==> config.mk <==
export PLATFORM = sky130hd
export DESIGN_NAME = fsp_host
export DESIGN_NICKNAME = d
export VERILOG_FILES = /design/src/inc/fsp_pkg.sv /design/src/hw/fsp_host.sv /design/src/hw/fsp_bus_cycle.sv
export SDC_FILE = /design/constraint.sdc
export NUM_CORES = 1
export LEC_CHECK = 0
export BUFFER_PORTS_ARGS = -buffer_cell sky130_fd_sc_hd__clkbuf_2
export CAP_MARGIN = 10
export CORE_MARGIN = 10
export CORE_UTILIZATION = 50
export CTS_CLUSTER_SIZE = 24
export DETAILED_ROUTE_END_ITERATION = 8
export GPL_ROUTABILITY_DRIVEN = 0
export PLACE_DENSITY = 0.7
export SLEW_MARGIN = 20
export SYNTH_ARGS = -nofsm -noshare
export SYNTH_HDL_FRONTEND = slang
export SYNTH_SLANG_ARGS = --single-unit
export TNS_END_PERCENT = 50
==> constraint.sdc <==
create_clock -name clk -period 8.55 [get_ports clk]
set_clock_uncertainty 0.1 [all_clocks]
set_input_delay 0.4275 -clock clk [delete_from_list [all_inputs] [get_ports clk]]
set_output_delay 0.4275 -clock clk [all_outputs]
set_load 0.05 [all_outputs]
==> src/inc/fsp_pkg.sv <==
// Shared constants, types and pin bundles for the flash status and protection host
package fsp_pkg;

    localparam int ADDR_W = 24;
    localparam int DQ_W   = 16;
    localparam int CLK_NS = 4;

    // Bus timing, in ns, and the derived cycle counts (least times round up)
    localparam int T_SETUP_NS   = 10;
    localparam int T_STROBE_NS  = 70;
    localparam int T_HOLD_NS    = 30;
    localparam int T_RST_LOW_NS = 500;
    localparam int T_RST_REC_NS = 50;
    localparam logic [7:0] CNT_SETUP   = 8'((T_SETUP_NS + CLK_NS - 1) / CLK_NS);
    localparam logic [7:0] CNT_STROBE  = 8'((T_STROBE_NS + CLK_NS - 1) / CLK_NS);
    localparam logic [7:0] CNT_HOLD    = 8'((T_HOLD_NS + CLK_NS - 1) / CLK_NS);
    localparam logic [7:0] CNT_RST_LOW = 8'((T_RST_LOW_NS + CLK_NS - 1) / CLK_NS);
    localparam logic [7:0] CNT_RST_REC = 8'((T_RST_REC_NS + CLK_NS - 1) / CLK_NS);

    // Command cycle addresses and data
    localparam logic [ADDR_W-1:0] UNLOCK_A1       = 24'h000555;
    localparam logic [ADDR_W-1:0] UNLOCK_A2       = 24'h0002aa;
    localparam logic [ADDR_W-1:0] LOCK_ADDR       = 24'h000000;
    localparam logic [ADDR_W-1:0] PROT_STATUS_OFS = 24'h000002;
    localparam logic [DQ_W-1:0]   CMD_UNLOCK1     = 16'h00aa;
    localparam logic [DQ_W-1:0]   CMD_UNLOCK2     = 16'h0055;
    localparam logic [DQ_W-1:0]   CMD_PROGRAM     = 16'h00a0;
    localparam logic [DQ_W-1:0]   CMD_ERASE_SETUP = 16'h0080;
    localparam logic [DQ_W-1:0]   CMD_CHIP_ERASE  = 16'h0010;
    localparam logic [DQ_W-1:0]   CMD_BLOCK_ERASE = 16'h0030;
    localparam logic [DQ_W-1:0]   CMD_RESET       = 16'h00f0;
    localparam logic [DQ_W-1:0]   CMD_AUTOSEL     = 16'h0090;
    localparam logic [DQ_W-1:0]   CMD_LOCK_ENTER  = 16'h0040;
    localparam logic [DQ_W-1:0]   CMD_EXIT1       = 16'h0090;
    localparam logic [DQ_W-1:0]   CMD_EXIT2       = 16'h0000;

    // Status and lock bit positions
    localparam int BIT_POLL    = 7;
    localparam int BIT_TOGGLE  = 6;
    localparam int BIT_ERR     = 5;
    localparam int BIT_ABORT   = 1;
    localparam int BIT_PW_LOCK = 2;
    localparam int BIT_NV_LOCK = 1;
    localparam int LOCK_RSVD_LSB = 3;
    localparam logic [7:0] PROT_ON = 8'h01;

    typedef enum logic [2:0] {
        OP_READ, OP_RESET, OP_PROGRAM, OP_BLOCK_ERASE,
        OP_CHIP_ERASE, OP_PROT_STATUS, OP_LOCK_READ, OP_LOCK_PROG
    } fsp_op_t;

    typedef enum logic [1:0] {K_WR, K_RD, K_POLL, K_END} fsp_kind_t;
    typedef enum {S_RST, S_REC, S_IDLE, S_ISSUE, S_WAIT, S_POLL, S_RESP} fsp_state_t;
    typedef enum {B_IDLE, B_SETUP, B_STROBE, B_HOLD} fsp_bstate_t;

    typedef struct packed {
        logic [ADDR_W-1:0] addr;
        logic [DQ_W-1:0]   dq_out;
        logic              dq_oe_n;
        logic              ce_n;
        logic              oe_n;
        logic              we_n;
    } fsp_pins_t;

    typedef struct packed {
        fsp_op_t           op;
        logic [ADDR_W-1:0] addr;
        logic [DQ_W-1:0]   data;
    } fsp_cmd_t;

    typedef struct packed {
        logic [DQ_W-1:0] data;
        logic            fail;
        logic            err;
        logic            abort;
        logic            prot;
    } fsp_resp_t;

    typedef struct packed {
        fsp_kind_t         kind;
        logic [ADDR_W-1:0] a;
        logic [DQ_W-1:0]   d;
    } fsp_step_t;

endpackage

==> src/hw/fsp_host.sv <==
// Host controller that runs flash commands and polls status and protection state
// How it works
// After an error, only a read/reset command is sent to the device.
// Program inside erase suspend: complemented poll bit, toggling, error zero, busy low.
// Buffered program polling refers to the last buffer address loaded.
// Completion polling reads the programmed address or one inside the erasing block.
// Error bit or buffer-abort bit set means the operation failed.
// Status bits not defined for the operation are ignored.
// Normal program: complemented data, toggling, error/alt/abort zero, busy low.
// Erase: poll bit zero, toggle toggles, timer bit marks time-out, alt in erasing blocks.
// Erase suspend: erasing block polls one, steady toggle; others give array data.
// Lock register is 16-bit one-time programmable; bits 15..3 read as one.
// Password-mode lock bit 2 at zero means permanent password protection.
// Nonvolatile-mode lock bit 1 at zero keeps nonvolatile mode, kills password mode.
// Both mode lock bits may never be zero; such a program aborts.
// Lock bit 0 at zero protects the extended block; one leaves it open.
// Extended block protection is read in auto select mode.
// Block status reads 01h if either protection bit is zero, else 00h.
// Global lock bit zero freezes every nonvolatile protection bit.
// During program or erase the toggle bit inverts on every read.
module fsp_host
    import fsp_pkg::*;
(
    input  wire logic            clk,
    input  wire logic            sys_rst,
    input  wire logic            cmd_valid,
    output logic                 cmd_ready,
    input  fsp_cmd_t             cmd,
    output logic                 resp_valid,
    output fsp_resp_t            resp,
    output fsp_pins_t            flash_pins,
    input  wire logic [DQ_W-1:0] flash_dq_in,
    output logic                 flash_rst_n
);

    typedef struct packed {
        fsp_state_t        state;
        logic [7:0]        cnt;
        fsp_cmd_t          cmd;
        logic [3:0]        idx;
        logic [DQ_W-1:0]   first;
        logic [DQ_W-1:0]   rd_res;
        logic              phase;
        logic              retry;
        logic              fail;
        logic              err;
        logic              abort;
        logic              need_reset;
        logic              start;
        logic              bwr;
        logic [ADDR_W-1:0] baddr;
        logic [DQ_W-1:0]   bdata;
        logic              rst_n;
        logic              resp_valid;
        fsp_resp_t         resp;
    } fsp_host_t;

    fsp_host_t       s;
    fsp_host_t       next_s;
    logic            bus_done;
    logic [DQ_W-1:0] bus_rdata;
    fsp_step_t       step;
    logic            toggled;
    logic            err_seen;
    logic            abort_seen;
    logic            refuse;

    function automatic fsp_step_t mk(fsp_kind_t k, logic [ADDR_W-1:0] a, logic [DQ_W-1:0] d);
        fsp_step_t st;
        st = '{kind: k, a: a, d: d};
        return st;
    endfunction

    function automatic fsp_step_t unl(logic second);
        fsp_step_t st;
        st = second ? mk(K_WR, UNLOCK_A2, CMD_UNLOCK2) : mk(K_WR, UNLOCK_A1, CMD_UNLOCK1);
        return st;
    endfunction

    // Command sequences as a table of bus steps; K_END closes every one
    function automatic fsp_step_t seq(fsp_op_t op, logic [3:0] i,
                                      logic [ADDR_W-1:0] a, logic [DQ_W-1:0] d);
        fsp_step_t st;
        st = mk(K_END, '0, '0);
        unique case (op)
            OP_READ:  if (i == 4'h0) st = mk(K_RD, a, '0);
            OP_RESET: if (i == 4'h0) st = mk(K_WR, a, CMD_RESET);
            OP_PROGRAM: begin
                if (i < 4'h2) st = unl(i[0]);
                else if (i == 4'h2) st = mk(K_WR, UNLOCK_A1, CMD_PROGRAM);
                else if (i == 4'h3) st = mk(K_WR, a, d);
                else if (i == 4'h4) st = mk(K_POLL, a, '0);
            end
            OP_BLOCK_ERASE, OP_CHIP_ERASE: begin
                if (i < 4'h2) st = unl(i[0]);
                else if (i == 4'h2) st = mk(K_WR, UNLOCK_A1, CMD_ERASE_SETUP);
                else if (i < 4'h5) st = unl(i == 4'h4);
                else if (i == 4'h5 && op == OP_CHIP_ERASE) st = mk(K_WR, UNLOCK_A1, CMD_CHIP_ERASE);
                else if (i == 4'h5) st = mk(K_WR, a, CMD_BLOCK_ERASE);
                else if (i == 4'h6) st = mk(K_POLL, a, '0);
            end
            OP_PROT_STATUS: begin
                if (i < 4'h2) st = unl(i[0]);
                else if (i == 4'h2) st = mk(K_WR, UNLOCK_A1, CMD_AUTOSEL);
                else if (i == 4'h3) st = mk(K_RD, a | PROT_STATUS_OFS, '0);
                else if (i == 4'h4) st = mk(K_WR, a, CMD_RESET);
            end
            OP_LOCK_READ, OP_LOCK_PROG: begin
                if (i < 4'h2) st = unl(i[0]);
                else if (i == 4'h2) st = mk(K_WR, UNLOCK_A1, CMD_LOCK_ENTER);
                else if (op == OP_LOCK_READ && i == 4'h3) st = mk(K_RD, LOCK_ADDR, '0);
                else if (op == OP_LOCK_READ && i == 4'h4) st = mk(K_WR, LOCK_ADDR, CMD_EXIT1);
                else if (op == OP_LOCK_READ && i == 4'h5) st = mk(K_WR, LOCK_ADDR, CMD_EXIT2);
                else if (op == OP_LOCK_PROG && i == 4'h3) st = mk(K_WR, LOCK_ADDR, CMD_PROGRAM);
                else if (op == OP_LOCK_PROG && i == 4'h4) st = mk(K_WR, LOCK_ADDR, d);
                else if (op == OP_LOCK_PROG && i == 4'h5) st = mk(K_POLL, LOCK_ADDR, '0);
                else if (op == OP_LOCK_PROG && i == 4'h6) st = mk(K_WR, LOCK_ADDR, CMD_EXIT1);
                else if (op == OP_LOCK_PROG && i == 4'h7) st = mk(K_WR, LOCK_ADDR, CMD_EXIT2);
            end
        endcase
        return st;
    endfunction

    fsp_bus_cycle i_fsp_bus_cycle (
        .clk     (clk),
        .sys_rst (sys_rst),
        .start   (s.start),
        .wr      (s.bwr),
        .addr    (s.baddr),
        .wdata   (s.bdata),
        .dq_in   (flash_dq_in),
        .pins    (flash_pins),
        .rdata   (bus_rdata),
        .done    (bus_done)
    );

    assign step       = seq(s.cmd.op, s.idx, s.cmd.addr, s.cmd.data);
    assign toggled    = s.first[BIT_TOGGLE] ^ bus_rdata[BIT_TOGGLE];
    assign err_seen   = bus_rdata[BIT_ERR];
    // Abort bit is only defined for program operations, so erase ignores it
    assign abort_seen = bus_rdata[BIT_ABORT] &&
                        (s.cmd.op == OP_PROGRAM || s.cmd.op == OP_LOCK_PROG);
    // Refuse work after a failure until reset, and any lock write clearing both mode bits
    assign refuse = (s.need_reset && cmd.op != OP_RESET) ||
                    (cmd.op == OP_LOCK_PROG && !cmd.data[BIT_PW_LOCK] &&
                     !cmd.data[BIT_NV_LOCK]);

    always_comb begin
        next_s = s;
        next_s.start      = 1'b0;
        next_s.resp_valid = 1'b0;
        unique case (s.state)
            S_RST: begin
                next_s.rst_n = 1'b0;
                if (s.cnt == CNT_RST_LOW - 8'h01) begin
                    next_s.rst_n = 1'b1;
                    next_s.cnt   = 8'h00;
                    next_s.state = S_REC;
                end else begin
                    next_s.cnt = s.cnt + 8'h01;
                end
            end
            S_REC: begin
                if (s.cnt == CNT_RST_REC - 8'h01) begin
                    next_s.state = S_IDLE;
                end else begin
                    next_s.cnt = s.cnt + 8'h01;
                end
            end
            S_IDLE: begin
                if (cmd_valid) begin
                    next_s.cmd   = cmd;
                    next_s.idx   = 4'h0;
                    next_s.fail  = refuse;
                    next_s.err   = 1'b0;
                    next_s.abort = 1'b0;
                    next_s.retry = 1'b0;
                    next_s.phase = 1'b0;
                    next_s.state = refuse ? S_RESP : S_ISSUE;
                    if (cmd.op == OP_RESET) begin
                        next_s.need_reset = 1'b0;
                    end
                end
            end
            S_ISSUE: begin
                next_s.baddr = step.a;
                next_s.bdata = step.d;
                next_s.bwr   = (step.kind == K_WR);
                unique case (step.kind)
                    K_WR, K_RD: begin
                        next_s.start = 1'b1;
                        next_s.state = S_WAIT;
                    end
                    K_POLL: begin
                        next_s.start = 1'b1;
                        next_s.phase = 1'b0;
                        next_s.state = S_POLL;
                    end
                    K_END: next_s.state = S_RESP;
                endcase
            end
            S_WAIT: begin
                if (bus_done) begin
                    if (!s.bwr) begin
                        next_s.rd_res = bus_rdata;
                    end
                    next_s.idx   = s.idx + 4'h1;
                    next_s.state = S_ISSUE;
                end
            end
            S_POLL: begin
                // Reads come in pairs; a steady toggle bit means the device is done
                if (bus_done && !s.phase) begin
                    next_s.first = bus_rdata;
                    next_s.phase = 1'b1;
                    next_s.start = 1'b1;
                end else if (bus_done) begin
                    next_s.phase = 1'b0;
                    if (!toggled) begin
                        next_s.retry = 1'b0;
                        next_s.idx   = s.idx + 4'h1;
                        next_s.state = S_ISSUE;
                    end else if (s.retry) begin
                        next_s.fail       = 1'b1;
                        next_s.need_reset = 1'b1;
                        next_s.state      = S_RESP;
                    end else if (err_seen || abort_seen) begin
                        next_s.retry = 1'b1;
                        next_s.err   = err_seen;
                        next_s.abort = abort_seen;
                        next_s.start = 1'b1;
                    end else begin
                        next_s.start = 1'b1;
                    end
                end
            end
            S_RESP: begin
                next_s.resp_valid = 1'b1;
                next_s.resp.data  = s.rd_res;
                next_s.resp.err   = s.err && s.fail;
                next_s.resp.abort = s.abort && s.fail;
                next_s.resp.prot  = (s.cmd.op == OP_PROT_STATUS) &&
                                    (s.rd_res[7:0] == PROT_ON);
                next_s.resp.fail  = s.fail || ((s.cmd.op == OP_LOCK_READ) &&
                                    !(&s.rd_res[DQ_W-1:LOCK_RSVD_LSB]));
                next_s.state = S_IDLE;
            end
        endcase
    end

    always_ff @(posedge clk or posedge sys_rst) begin
        if (sys_rst) begin
            s <= '{state: S_RST, cnt: 8'h00, cmd: '{op: OP_READ, addr: '0, data: '0},
                   idx: 4'h0, first: '0, rd_res: '0, phase: 1'b0, retry: 1'b0,
                   fail: 1'b0, err: 1'b0, abort: 1'b0, need_reset: 1'b0, start: 1'b0,
                   bwr: 1'b0, baddr: '0, bdata: '0, rst_n: 1'b0, resp_valid: 1'b0,
                   resp: '0};
        end else begin
            s <= next_s;
        end
    end

    assign cmd_ready   = (s.state == S_IDLE);
    assign resp_valid  = s.resp_valid;
    assign resp        = s.resp;
    assign flash_rst_n = s.rst_n;

    AST_RESET_FIRST: assert property (@(posedge clk) disable iff (sys_rst)
        (s.state == S_IDLE && cmd_valid && s.need_reset && cmd.op != OP_RESET)
        |=> (s.state == S_RESP && s.fail) ##1 (resp_valid && resp.fail))
        else $error("command accepted while a read/reset was owed");

    AST_NO_BUS_WHILE_OWED: assert property (@(posedge clk) disable iff (sys_rst)
        (s.need_reset && s.cmd.op != OP_RESET && s.state != S_RESP) |-> !s.start)
        else $error("bus cycle started before the read/reset command");

    AST_POLL_ADDR: assert property (@(posedge clk) disable iff (sys_rst)
        (s.state == S_POLL) |-> s.baddr ==
            ((s.cmd.op == OP_LOCK_PROG) ? LOCK_ADDR : s.cmd.addr))
        else $error("polling at an address outside the operation");

    AST_POLL_PIN_ADDR: assert property (@(posedge clk) disable iff (sys_rst)
        (s.state == S_POLL && !flash_pins.oe_n) |-> flash_pins.addr == s.baddr)
        else $error("poll read drives the wrong address");

    AST_FAIL_REPORTED: assert property (@(posedge clk) disable iff (sys_rst)
        (s.state == S_POLL && bus_done && s.phase && toggled && s.retry)
        |=> (s.state == S_RESP && s.need_reset) ##1 (resp_valid && resp.fail))
        else $error("error or abort status not reported as failure");

    AST_ABORT_IGNORED_ERASE: assert property (@(posedge clk) disable iff (sys_rst)
        (resp_valid && (s.cmd.op == OP_BLOCK_ERASE || s.cmd.op == OP_CHIP_ERASE))
        |-> !resp.abort)
        else $error("abort bit used where it is undefined");

    AST_MODE_BITS_GUARD: assert property (@(posedge clk) disable iff (sys_rst)
        (s.state == S_IDLE && cmd_valid && cmd.op == OP_LOCK_PROG &&
         !cmd.data[BIT_PW_LOCK] && !cmd.data[BIT_NV_LOCK])
        |=> s.state == S_RESP ##1 (resp_valid && resp.fail))
        else $error("lock write clearing both mode bits was not refused");

    AST_PROT_DECODE: assert property (@(posedge clk) disable iff (sys_rst)
        (s.state == S_RESP && s.cmd.op == OP_PROT_STATUS && !s.fail)
        |=> resp_valid && resp.prot == (resp.data[7:0] == PROT_ON))
        else $error("protection status decoded wrongly");

endmodule

==> src/hw/fsp_bus_cycle.sv <==
// One asynchronous read or write cycle on the flash pins
module fsp_bus_cycle
    import fsp_pkg::*;
(
    input  wire logic              clk,
    input  wire logic              sys_rst,
    input  wire logic              start,
    input  wire logic              wr,
    input  wire logic [ADDR_W-1:0] addr,
    input  wire logic [DQ_W-1:0]   wdata,
    input  wire logic [DQ_W-1:0]   dq_in,
    output fsp_pins_t              pins,
    output logic [DQ_W-1:0]        rdata,
    output logic                   done
);

    typedef struct packed {
        fsp_bstate_t     st;
        logic [7:0]      cnt;
        fsp_pins_t       pins;
        logic [DQ_W-1:0] rdata;
        logic            done;
        logic            wr;
    } fsp_bus_t;

    localparam fsp_pins_t PINS_IDLE = '{addr: '0, dq_out: '0, dq_oe_n: 1'b1,
                                        ce_n: 1'b1, oe_n: 1'b1, we_n: 1'b1};

    fsp_bus_t s;
    fsp_bus_t next_s;

    always_comb begin
        next_s = s;
        next_s.done = 1'b0;
        unique case (s.st)
            B_IDLE: begin
                if (start) begin
                    next_s.pins.addr    = addr;
                    next_s.pins.dq_out  = wdata;
                    next_s.pins.dq_oe_n = !wr;
                    next_s.pins.ce_n    = 1'b0;
                    next_s.wr           = wr;
                    next_s.cnt          = CNT_SETUP - 8'h01;
                    next_s.st           = B_SETUP;
                end
            end
            B_SETUP: begin
                if (s.cnt == 8'h00) begin
                    next_s.pins.we_n = !s.wr;
                    next_s.pins.oe_n = s.wr;
                    next_s.cnt       = CNT_STROBE - 8'h01;
                    next_s.st        = B_STROBE;
                end else begin
                    next_s.cnt = s.cnt - 8'h01;
                end
            end
            B_STROBE: begin
                if (s.cnt == 8'h00) begin
                    // Sampled on the last strobe cycle, after the full access time
                    if (!s.wr) begin
                        next_s.rdata = dq_in;
                    end
                    next_s.pins.we_n = 1'b1;
                    next_s.pins.oe_n = 1'b1;
                    next_s.cnt       = CNT_HOLD - 8'h01;
                    next_s.st        = B_HOLD;
                end else begin
                    next_s.cnt = s.cnt - 8'h01;
                end
            end
            B_HOLD: begin
                // Data stays driven past the write strobe's rising edge
                if (s.cnt == 8'h00) begin
                    next_s.pins.ce_n    = 1'b1;
                    next_s.pins.dq_oe_n = 1'b1;
                    next_s.done         = 1'b1;
                    next_s.st           = B_IDLE;
                end else begin
                    next_s.cnt = s.cnt - 8'h01;
                end
            end
        endcase
    end

    always_ff @(posedge clk or posedge sys_rst) begin
        if (sys_rst) begin
            s <= '{st: B_IDLE, cnt: 8'h00, pins: PINS_IDLE, rdata: '0, done: 1'b0, wr: 1'b0};
        end else begin
            s <= next_s;
        end
    end

    assign pins  = s.pins;
    assign rdata = s.rdata;
    assign done  = s.done;

    AST_WRITE_DATA_HELD: assert property (@(posedge clk) disable iff (sys_rst)
        $fell(pins.we_n) |-> (!pins.we_n && !pins.dq_oe_n && !pins.ce_n) [*8])
        else $error("write strobe shorter than expected or data not driven");

endmodule

Word level (Yosys, flattened, before mapping)
Index checks and enable logic that the tools add are counted.
{ "totals": {"in_bits": 62, "out_inout_bits": 67, "regBits": 282, "word_cells": 245} }
{ "op_classes": {"reduce_logical": 62, "eq_ne": 53, "addsub": 3, "bitwise": 3, "mux": 86, "order_cmp": 2} }
{ "op_table": {"columns": ["cell", "count"], "rows": [
  ["$mux W42", 24],
  ["$mux W32", 11],
  ["$pmux W42 S6", 1],
  ["$pmux W32 S7", 1],
  ["$pmux W40 S4", 1],
  ["$eq A32 B2 Y1 const B", 4],
  ["$eq A32 B3 Y1 const B", 4],
  ["$pmux W32 S3", 1],
  ["$mux W41", 2],
  ["$mux W82", 1],
  ["$eq A32 B1 Y1 const B", 2],
  ["$logic_not A32 Y1", 2],
  ["$mux W27", 2],
  ["$mux W8", 5],
  ["$ne A2 B2 Y1 const B", 13],
  ["$mux W21", 1],
  ["$reduce_and A7 Y1", 3],
  ["$mux W4", 5],
  ["$logic_and A1 B1 Y1", 18],
  ["$mux W18", 1],
  ["$eq A4 B3 Y1 const B", 4],
  ["$mux W16", 1],
  ["$pmux W8 S2", 1],
  ["$eq A3 B3 Y1 const B", 5],
  ["45 further kinds", 96]
]} }

Longest topological paths before layout
{ "logic_depth": {"depth_word": 17, "mapped_depth": 9, "mapped_depth_nobuf": 8} }

Cells and area by module
A second synthesis with hierarchy kept.
{ "unflattened": {"cells_unflattened": 951, "area_unflattened_um2": 10809.1} }
{ "modules_own_cells": {"columns": ["mod", "cells_each", "seq_area_each_um2", "instances", "area_each_um2"], "rows": [
  ["fsp_host", 675, 3628.5, 1, 7270.7],
  ["fsp_bus_cycle", 276, 1806.7, 1, 3538.4]
]} }

Least setup slack after synthesis
No wires, ideal clock.
{ "synth_path": {"path_type": "flip-flop to flip-flop", "startpoint": "register s[159] (netlist name)", "endpoint": "register s[106] (netlist name)", "setup_slack_ps": 6242, "stages_incl_launch_ff": 7, "synth_period_minus_slack_ps": 2308, "arrival_time_ps": 2083, "n_path_buf": 2, "setup_ps": 125, "path_cell_list": "dfrtp_1 > or3b_1 > inv_1 > and2_1 > buf_2 > buf_4 > mux2_2"} }
{ "synth_via": {"elab_chain_len": 2} }
{ "synth_lines": {"columns": ["item", "line", "text"], "rows": [
  ["start: declaration", "fsp_host.sv:58", "fsp_host_t s;"],
  ["start signal: assignment", "fsp_host.sv:253", "s <= '{state: S_RST, cnt: 8'h00, cmd: '{op: OP_READ, addr: '0, data: '0},"],
  ["start signal: assignment", "fsp_host.sv:259", "s <= next_s;"],
  ["$eq A32 B2 Y1", "fsp_host.sv:152", "unique case (s.state)"],
  ["$reduce_and A2 Y1 (no line)", null, null]
]} }
No other way between the ends.
A chain may end at the register's enable or synchronous reset.

Worst setup path in the final report
{ "layout_path": {"startpoint": "register s[103] (netlist name)", "endpoint": "register s[23] (netlist name)"} }
{ "layout_via": {"elab_chain_len": 12, "word_cells_on_any_way": 37} }
{ "layout_lines": {"columns": ["item", "line", "text"], "rows": [
  ["$eq A4 B3 Y1", "fsp_host.sv:117", "else if (op == OP_LOCK_PROG && i == 4'h6) st = mk(K_WR, LOCK_ADDR, CMD_EXIT1);"],
  ["$logic_and A1 B1 Y1", "fsp_host.sv:117", null],
  ["$mux W42", "fsp_host.sv:117", null],
  ["$mux W42", "fsp_host.sv:116", "else if (op == OP_LOCK_PROG && i == 4'h5) st = mk(K_POLL, LOCK_ADDR, '0);"],
  ["$mux W42", "fsp_host.sv:115", "else if (op == OP_LOCK_PROG && i == 4'h4) st = mk(K_WR, LOCK_ADDR, d);"],
  ["$mux W42", "fsp_host.sv:114", "else if (op == OP_LOCK_PROG && i == 4'h3) st = mk(K_WR, LOCK_ADDR, CMD_PROGRAM);"],
  ["$mux W42", "fsp_host.sv:113", "else if (op == OP_LOCK_READ && i == 4'h5) st = mk(K_WR, LOCK_ADDR, CMD_EXIT2);"],
  ["$mux W42", "fsp_host.sv:112", "else if (op == OP_LOCK_READ && i == 4'h4) st = mk(K_WR, LOCK_ADDR, CMD_EXIT1);"],
  ["$mux W42", "fsp_host.sv:111", "else if (op == OP_LOCK_READ && i == 4'h3) st = mk(K_RD, LOCK_ADDR, '0);"],
  ["$mux W42", "fsp_host.sv:110", "else if (i == 4'h2) st = mk(K_WR, UNLOCK_A1, CMD_LOCK_ENTER);"],
  ["$mux W42", "fsp_host.sv:109", "if (i < 4'h2) st = unl(i[0]);"],
  ["$pmux W42 S6 *", "fsp_host.sv:85", "unique case (op)"]
]} }
Every way passes the cells marked *; elsewhere a longest branch is shown, timed or not.

==> results.rst <==
.. list-table::
   :header-rows: 1

   * - Metric
     - Value
   * - Status
     - finished, violations left
   * - Violations in the final reports
     - negative hold slack
   * - Peak supply drop
     - approximately 0.22 mV
   * - Count of fill cells added during filler insertion
     - around 1800
   * - Min Clock Period, post-route
     - 2900 ps
   * - Average wire per cell in the routed design
     - 18.1 um
   * - Ports placed on the boundary
     - about 130
   * - CTS root buf
     - clkbuf_16
   * - Tot Pwr
     - 0.00459 W
   * - Clk pin slew, worst setup/hold paths
     - 60 ps
   * - Clk Latency, worst-skew pair
     - approximately 520 ps
   * - Final Hold Slack
     - -16.3 ps
   * - Hold WC Path Type
     - in -> async
   * - Clock Sinks
     - 217
   * - Initial antenna violation count
     - 0
   * - Asr flop ratio synth
     - 1.00
   * - Worst Setup Path Type
     - reg -> reg
   * - Endpoints failing hold
     - 4
   * - Average cell area after synthesis
     - 11.8 um2
   * - Global-route total usage across every layer
     - 0.163
   * - Total DRC errors in the routed layout
     - 0
   * - Number of buffers added for setup after CTS
     - 0
   * - Cells after DPL
     - between 1000 and 1500
   * - P&R area growth vs syn
     - 10.4%
   * - Net count of the finished layout
     - between 1000 and 1500
   * - Maximum level of the CTS H-tree
     - 1
   * - Synth top area share
     - 0.503
   * - Pwr/cell area
     - between 300 and 400 mW/mm2
   * - Max cap viols
     - 0
   * - Core outline area
     - roughly 0.021 mm2
   * - Standby leakage power
     - 5.49 nW
   * - Cell count after synthesis
     - approximately 900
   * - Worst reg2reg endpoint
     - s[23]$_DFFE_PP0P_
   * - Largest net degree at the start of global routing
     - 144
   * - R2R Setup Slk
     - between 5000 and 6000 ps
   * - Post-synthesis net count
     - 974
   * - Final antenna-violating net count
     - 0
   * - Required time worst endpoint
     - between 8000 and 9000 ps
   * - Arrival time of data at the critical path endpoint
     - about 3300 ps
   * - Slew of the pin with the lowest slew margin
     - ~1100 ps
   * - Pins Over Slew Limit
     - 0
   * - Synthesized area
     - between 0.01 and 0.015 mm2
   * - Number of setup violations in the final report
     - 0
   * - Most common cell after layout, fill and taps aside
     - dfrtp_1
   * - Die Ht
     - between 150 and 200 um
   * - Number of clock buffers inserted by TritonCTS
     - 24
   * - Initial standard-cell utilization of the core
     - 0.506
   * - Vias after detailed routing
     - around 7000
   * - Count of buffers from port buffering
     - 128
   * - Worst-path maximum fanout
     - 13
   * - Cell type with the highest aggregate area in the netlist
     - dfrtp_1
   * - Number of global-route vias before repair
     - 6969
   * - Cell Count, Final, Fillers Out
     - roughly 1200
   * - Count of warnings emitted by yosys
     - 0
   * - Total overflow reported by the global router
     - 0
   * - Worst reg2reg startpoint
     - s[103]$_DFFE_PP0P_
   * - Violation count after the first detailed-routing iteration
     - roughly 630
   * - Floorplan row count
     - 53
   * - Highest clock rate
     - 345 MHz
   * - Number of synthesized flops with an enable pin
     - 0
   * - Buffers from clock root to sink, at most
     - 3
   * - Worst setup SP type
     - register
   * - Vias per inst
     - 5.57
   * - Final-layout setup total negative slack
     - 0 ps
   * - Worst Setup End Kind
     - register
   * - Slew margin rel.
     - 0.254
   * - Total routed wirelength
     - around 23 mm
   * - Worst Reg-to-Reg Cells
     - 6
   * - TritonRoute pass-1 iters
     - 5
   * - Commonest cells after routing, fill and taps aside
     - 213 x dfrtp_1, 128 x clkbuf_2, 126 x mux2_2
   * - Number of instances resized during post-cts repair
     - 0
   * - Part of the cycle the worst path needs
     - 0.339
   * - Most used flip-flop cell after synthesis
     - dfrtp_1
   * - Hold-fix buffers at CTS
     - 0
   * - Number of different library cells in the post-synthesis netlist
     - 90
   * - Global-route wire length before repair
     - between 30 and 40 mm
   * - Cell types occupying the most area after synthesis
     - dfrtp_1 50%, mux2_2 13%, buf_4 5.1%
   * - Die Outline Area
     - 0.0274 mm2
   * - Unrepaired setup endpoints after global routing
     - false
   * - Horizontal die dimension
     - roughly 170 um
   * - Share of synthesized area occupied by flip-flops and latches
     - 0.513
   * - Post-DP HPWL
     - approximately 16 mm
   * - Clock tree from TritonCTS
     - yes
   * - Post-synthesis register bit count
     - ~220
   * - Fraction of layout cells with a size suffix above 1
     - 0.359
## routing by layer
metal	up-vias	share of wire	global-route usage
li1	3299	-	-
met1	3380	0.44	0.222
met2	231	0.46	0.251
met3	42	0.082	0.0478
met4	0	0.022	0.0419
met5	-	0	0
## area by class of cell
| class | instances | area, um2 | share of cell area |
|---|---|---|---|
| sequential | 217 | 5440 | 0.465 |
| multi-input combinational | 555 | 4370 | 0.374 |
| timing repair buffer | 133 | 682 | 0.0583 |
| clock buffer | 27 | 632 | 0.0540 |
| tap | 275 | 344 | 0.0294 |
| clock inverter | 17 | 138 | 0.0118 |
| inverter | 23 | 93.8 | 0.00802 |
| antenna | 1 | 2.50 | 0.000214 |
## power breakdown
group,total (W),internal (W),switching (W)
combinational,0.00182,0.000704,0.00112
sequential,0.00178,0.00143,0.000346
clock,0.000988,0.000567,0.000421
## cell usage after synthesis, drive strengths merged, types with 4 or more instances
| master | number |
|---|---|
| dfrtp | 213 |
| mux2 | 135 |
| buf | 94 |
| nand2 | 68 |
| nor2 | 45 |
| a21oi | 40 |
| o21ai | 37 |
| a22o | 24 |
| inv | 23 |
| nor3 | 15 |
| nand2b | 14 |
| ha | 13 |
| clkbuf | 10 |
| nor2b | 9 |
| a211oi | 8 |
| nand3 | 8 |
| nor4 | 8 |
| a22oi | 7 |
| a31oi | 7 |
| or3 | 7 |
| xor2 | 7 |
| nand4 | 6 |
| a211o | 5 |
| a221o | 5 |
| nor3b | 5 |
| o221ai | 5 |
| o22ai | 5 |
| and2 | 4 |
| and3 | 4 |
| dfstp | 4 |
| mux2i | 4 |
| xnor2 | 4 |
## kinds of logic after synthesis
group / after synthesis / share of synthesized area
flip-flops: 217 / 0.513
adder cells (fa/ha/maj): 13 / 0.0153
buffers and inverters: 127 / 0.0748
AND/OR/NAND/NOR: 211 / 0.112
AO/OA/AOI/OAI: 181 / 0.128
multiplexers: 139 / 0.147
XOR/XNOR: 11 / 0.00980
## registers in the layout, indices dropped and copies added (netlist names)
register / flops
resp_valid: 1
i_fsp_bus_cycle.s: 11
resp: 20
i_fsp_bus_cycle.done: 1
flash_rst_n: 1
i_fsp_bus_cycle.rdata: 16
i_fsp_bus_cycle.pins: 44
s: 123
## worst max path at each step
stage	start	to	slack, ps	cells after the start
2_1_floorplan	sys_rst	flash_rst_n$_DFFE_PP0P_	2090	1
4_1_cts	s[103]$_DFFE_PP0P_	s[23]$_DFFE_PP0P_	5700	6
6_report	s[103]$_DFFE_PP0P_	s[23]$_DFFE_PP0P_	5650	6
5_1_grt	s[104]$_DFFE_PP0P_	s[69]$_DFFE_PP0P_	5500	6
3_3_place_gp	s[157]$_DFFE_PP0P_	s[65]$_DFFE_PP0P_	5790	7
3_5_place_dp	s[103]$_DFFE_PP0P_	s[23]$_DFFE_PP0P_	5700	6
## worst max-delay path: stages (launching register included)
cell	delay (ps)
dfrtp_1	480
inv_1	170
ha_1	460
and3b_1	310
a31oi_1	120
nor3b_2	920
a221o_1	280
## through the flow
| step | hold slack (ps) | instance area [um2] | setup slack (ps) | utilization |
|---|---|---|---|---|
| finish | -16.3 | 11700 | 5650 | 0.558 |
| global route | 15.7 | 11700 | 5500 | 0.558 |
| CTS | 0.904 | 11700 | 5700 | 0.558 |
| detailed placement | 372 | 10900 | 5700 | 0.521 |
| global placement | 362 | 10900 | 5790 | 0.521 |
| floorplan | 346 | 10600 | 2090 | - |
Power figures use the tool's default switching activity.
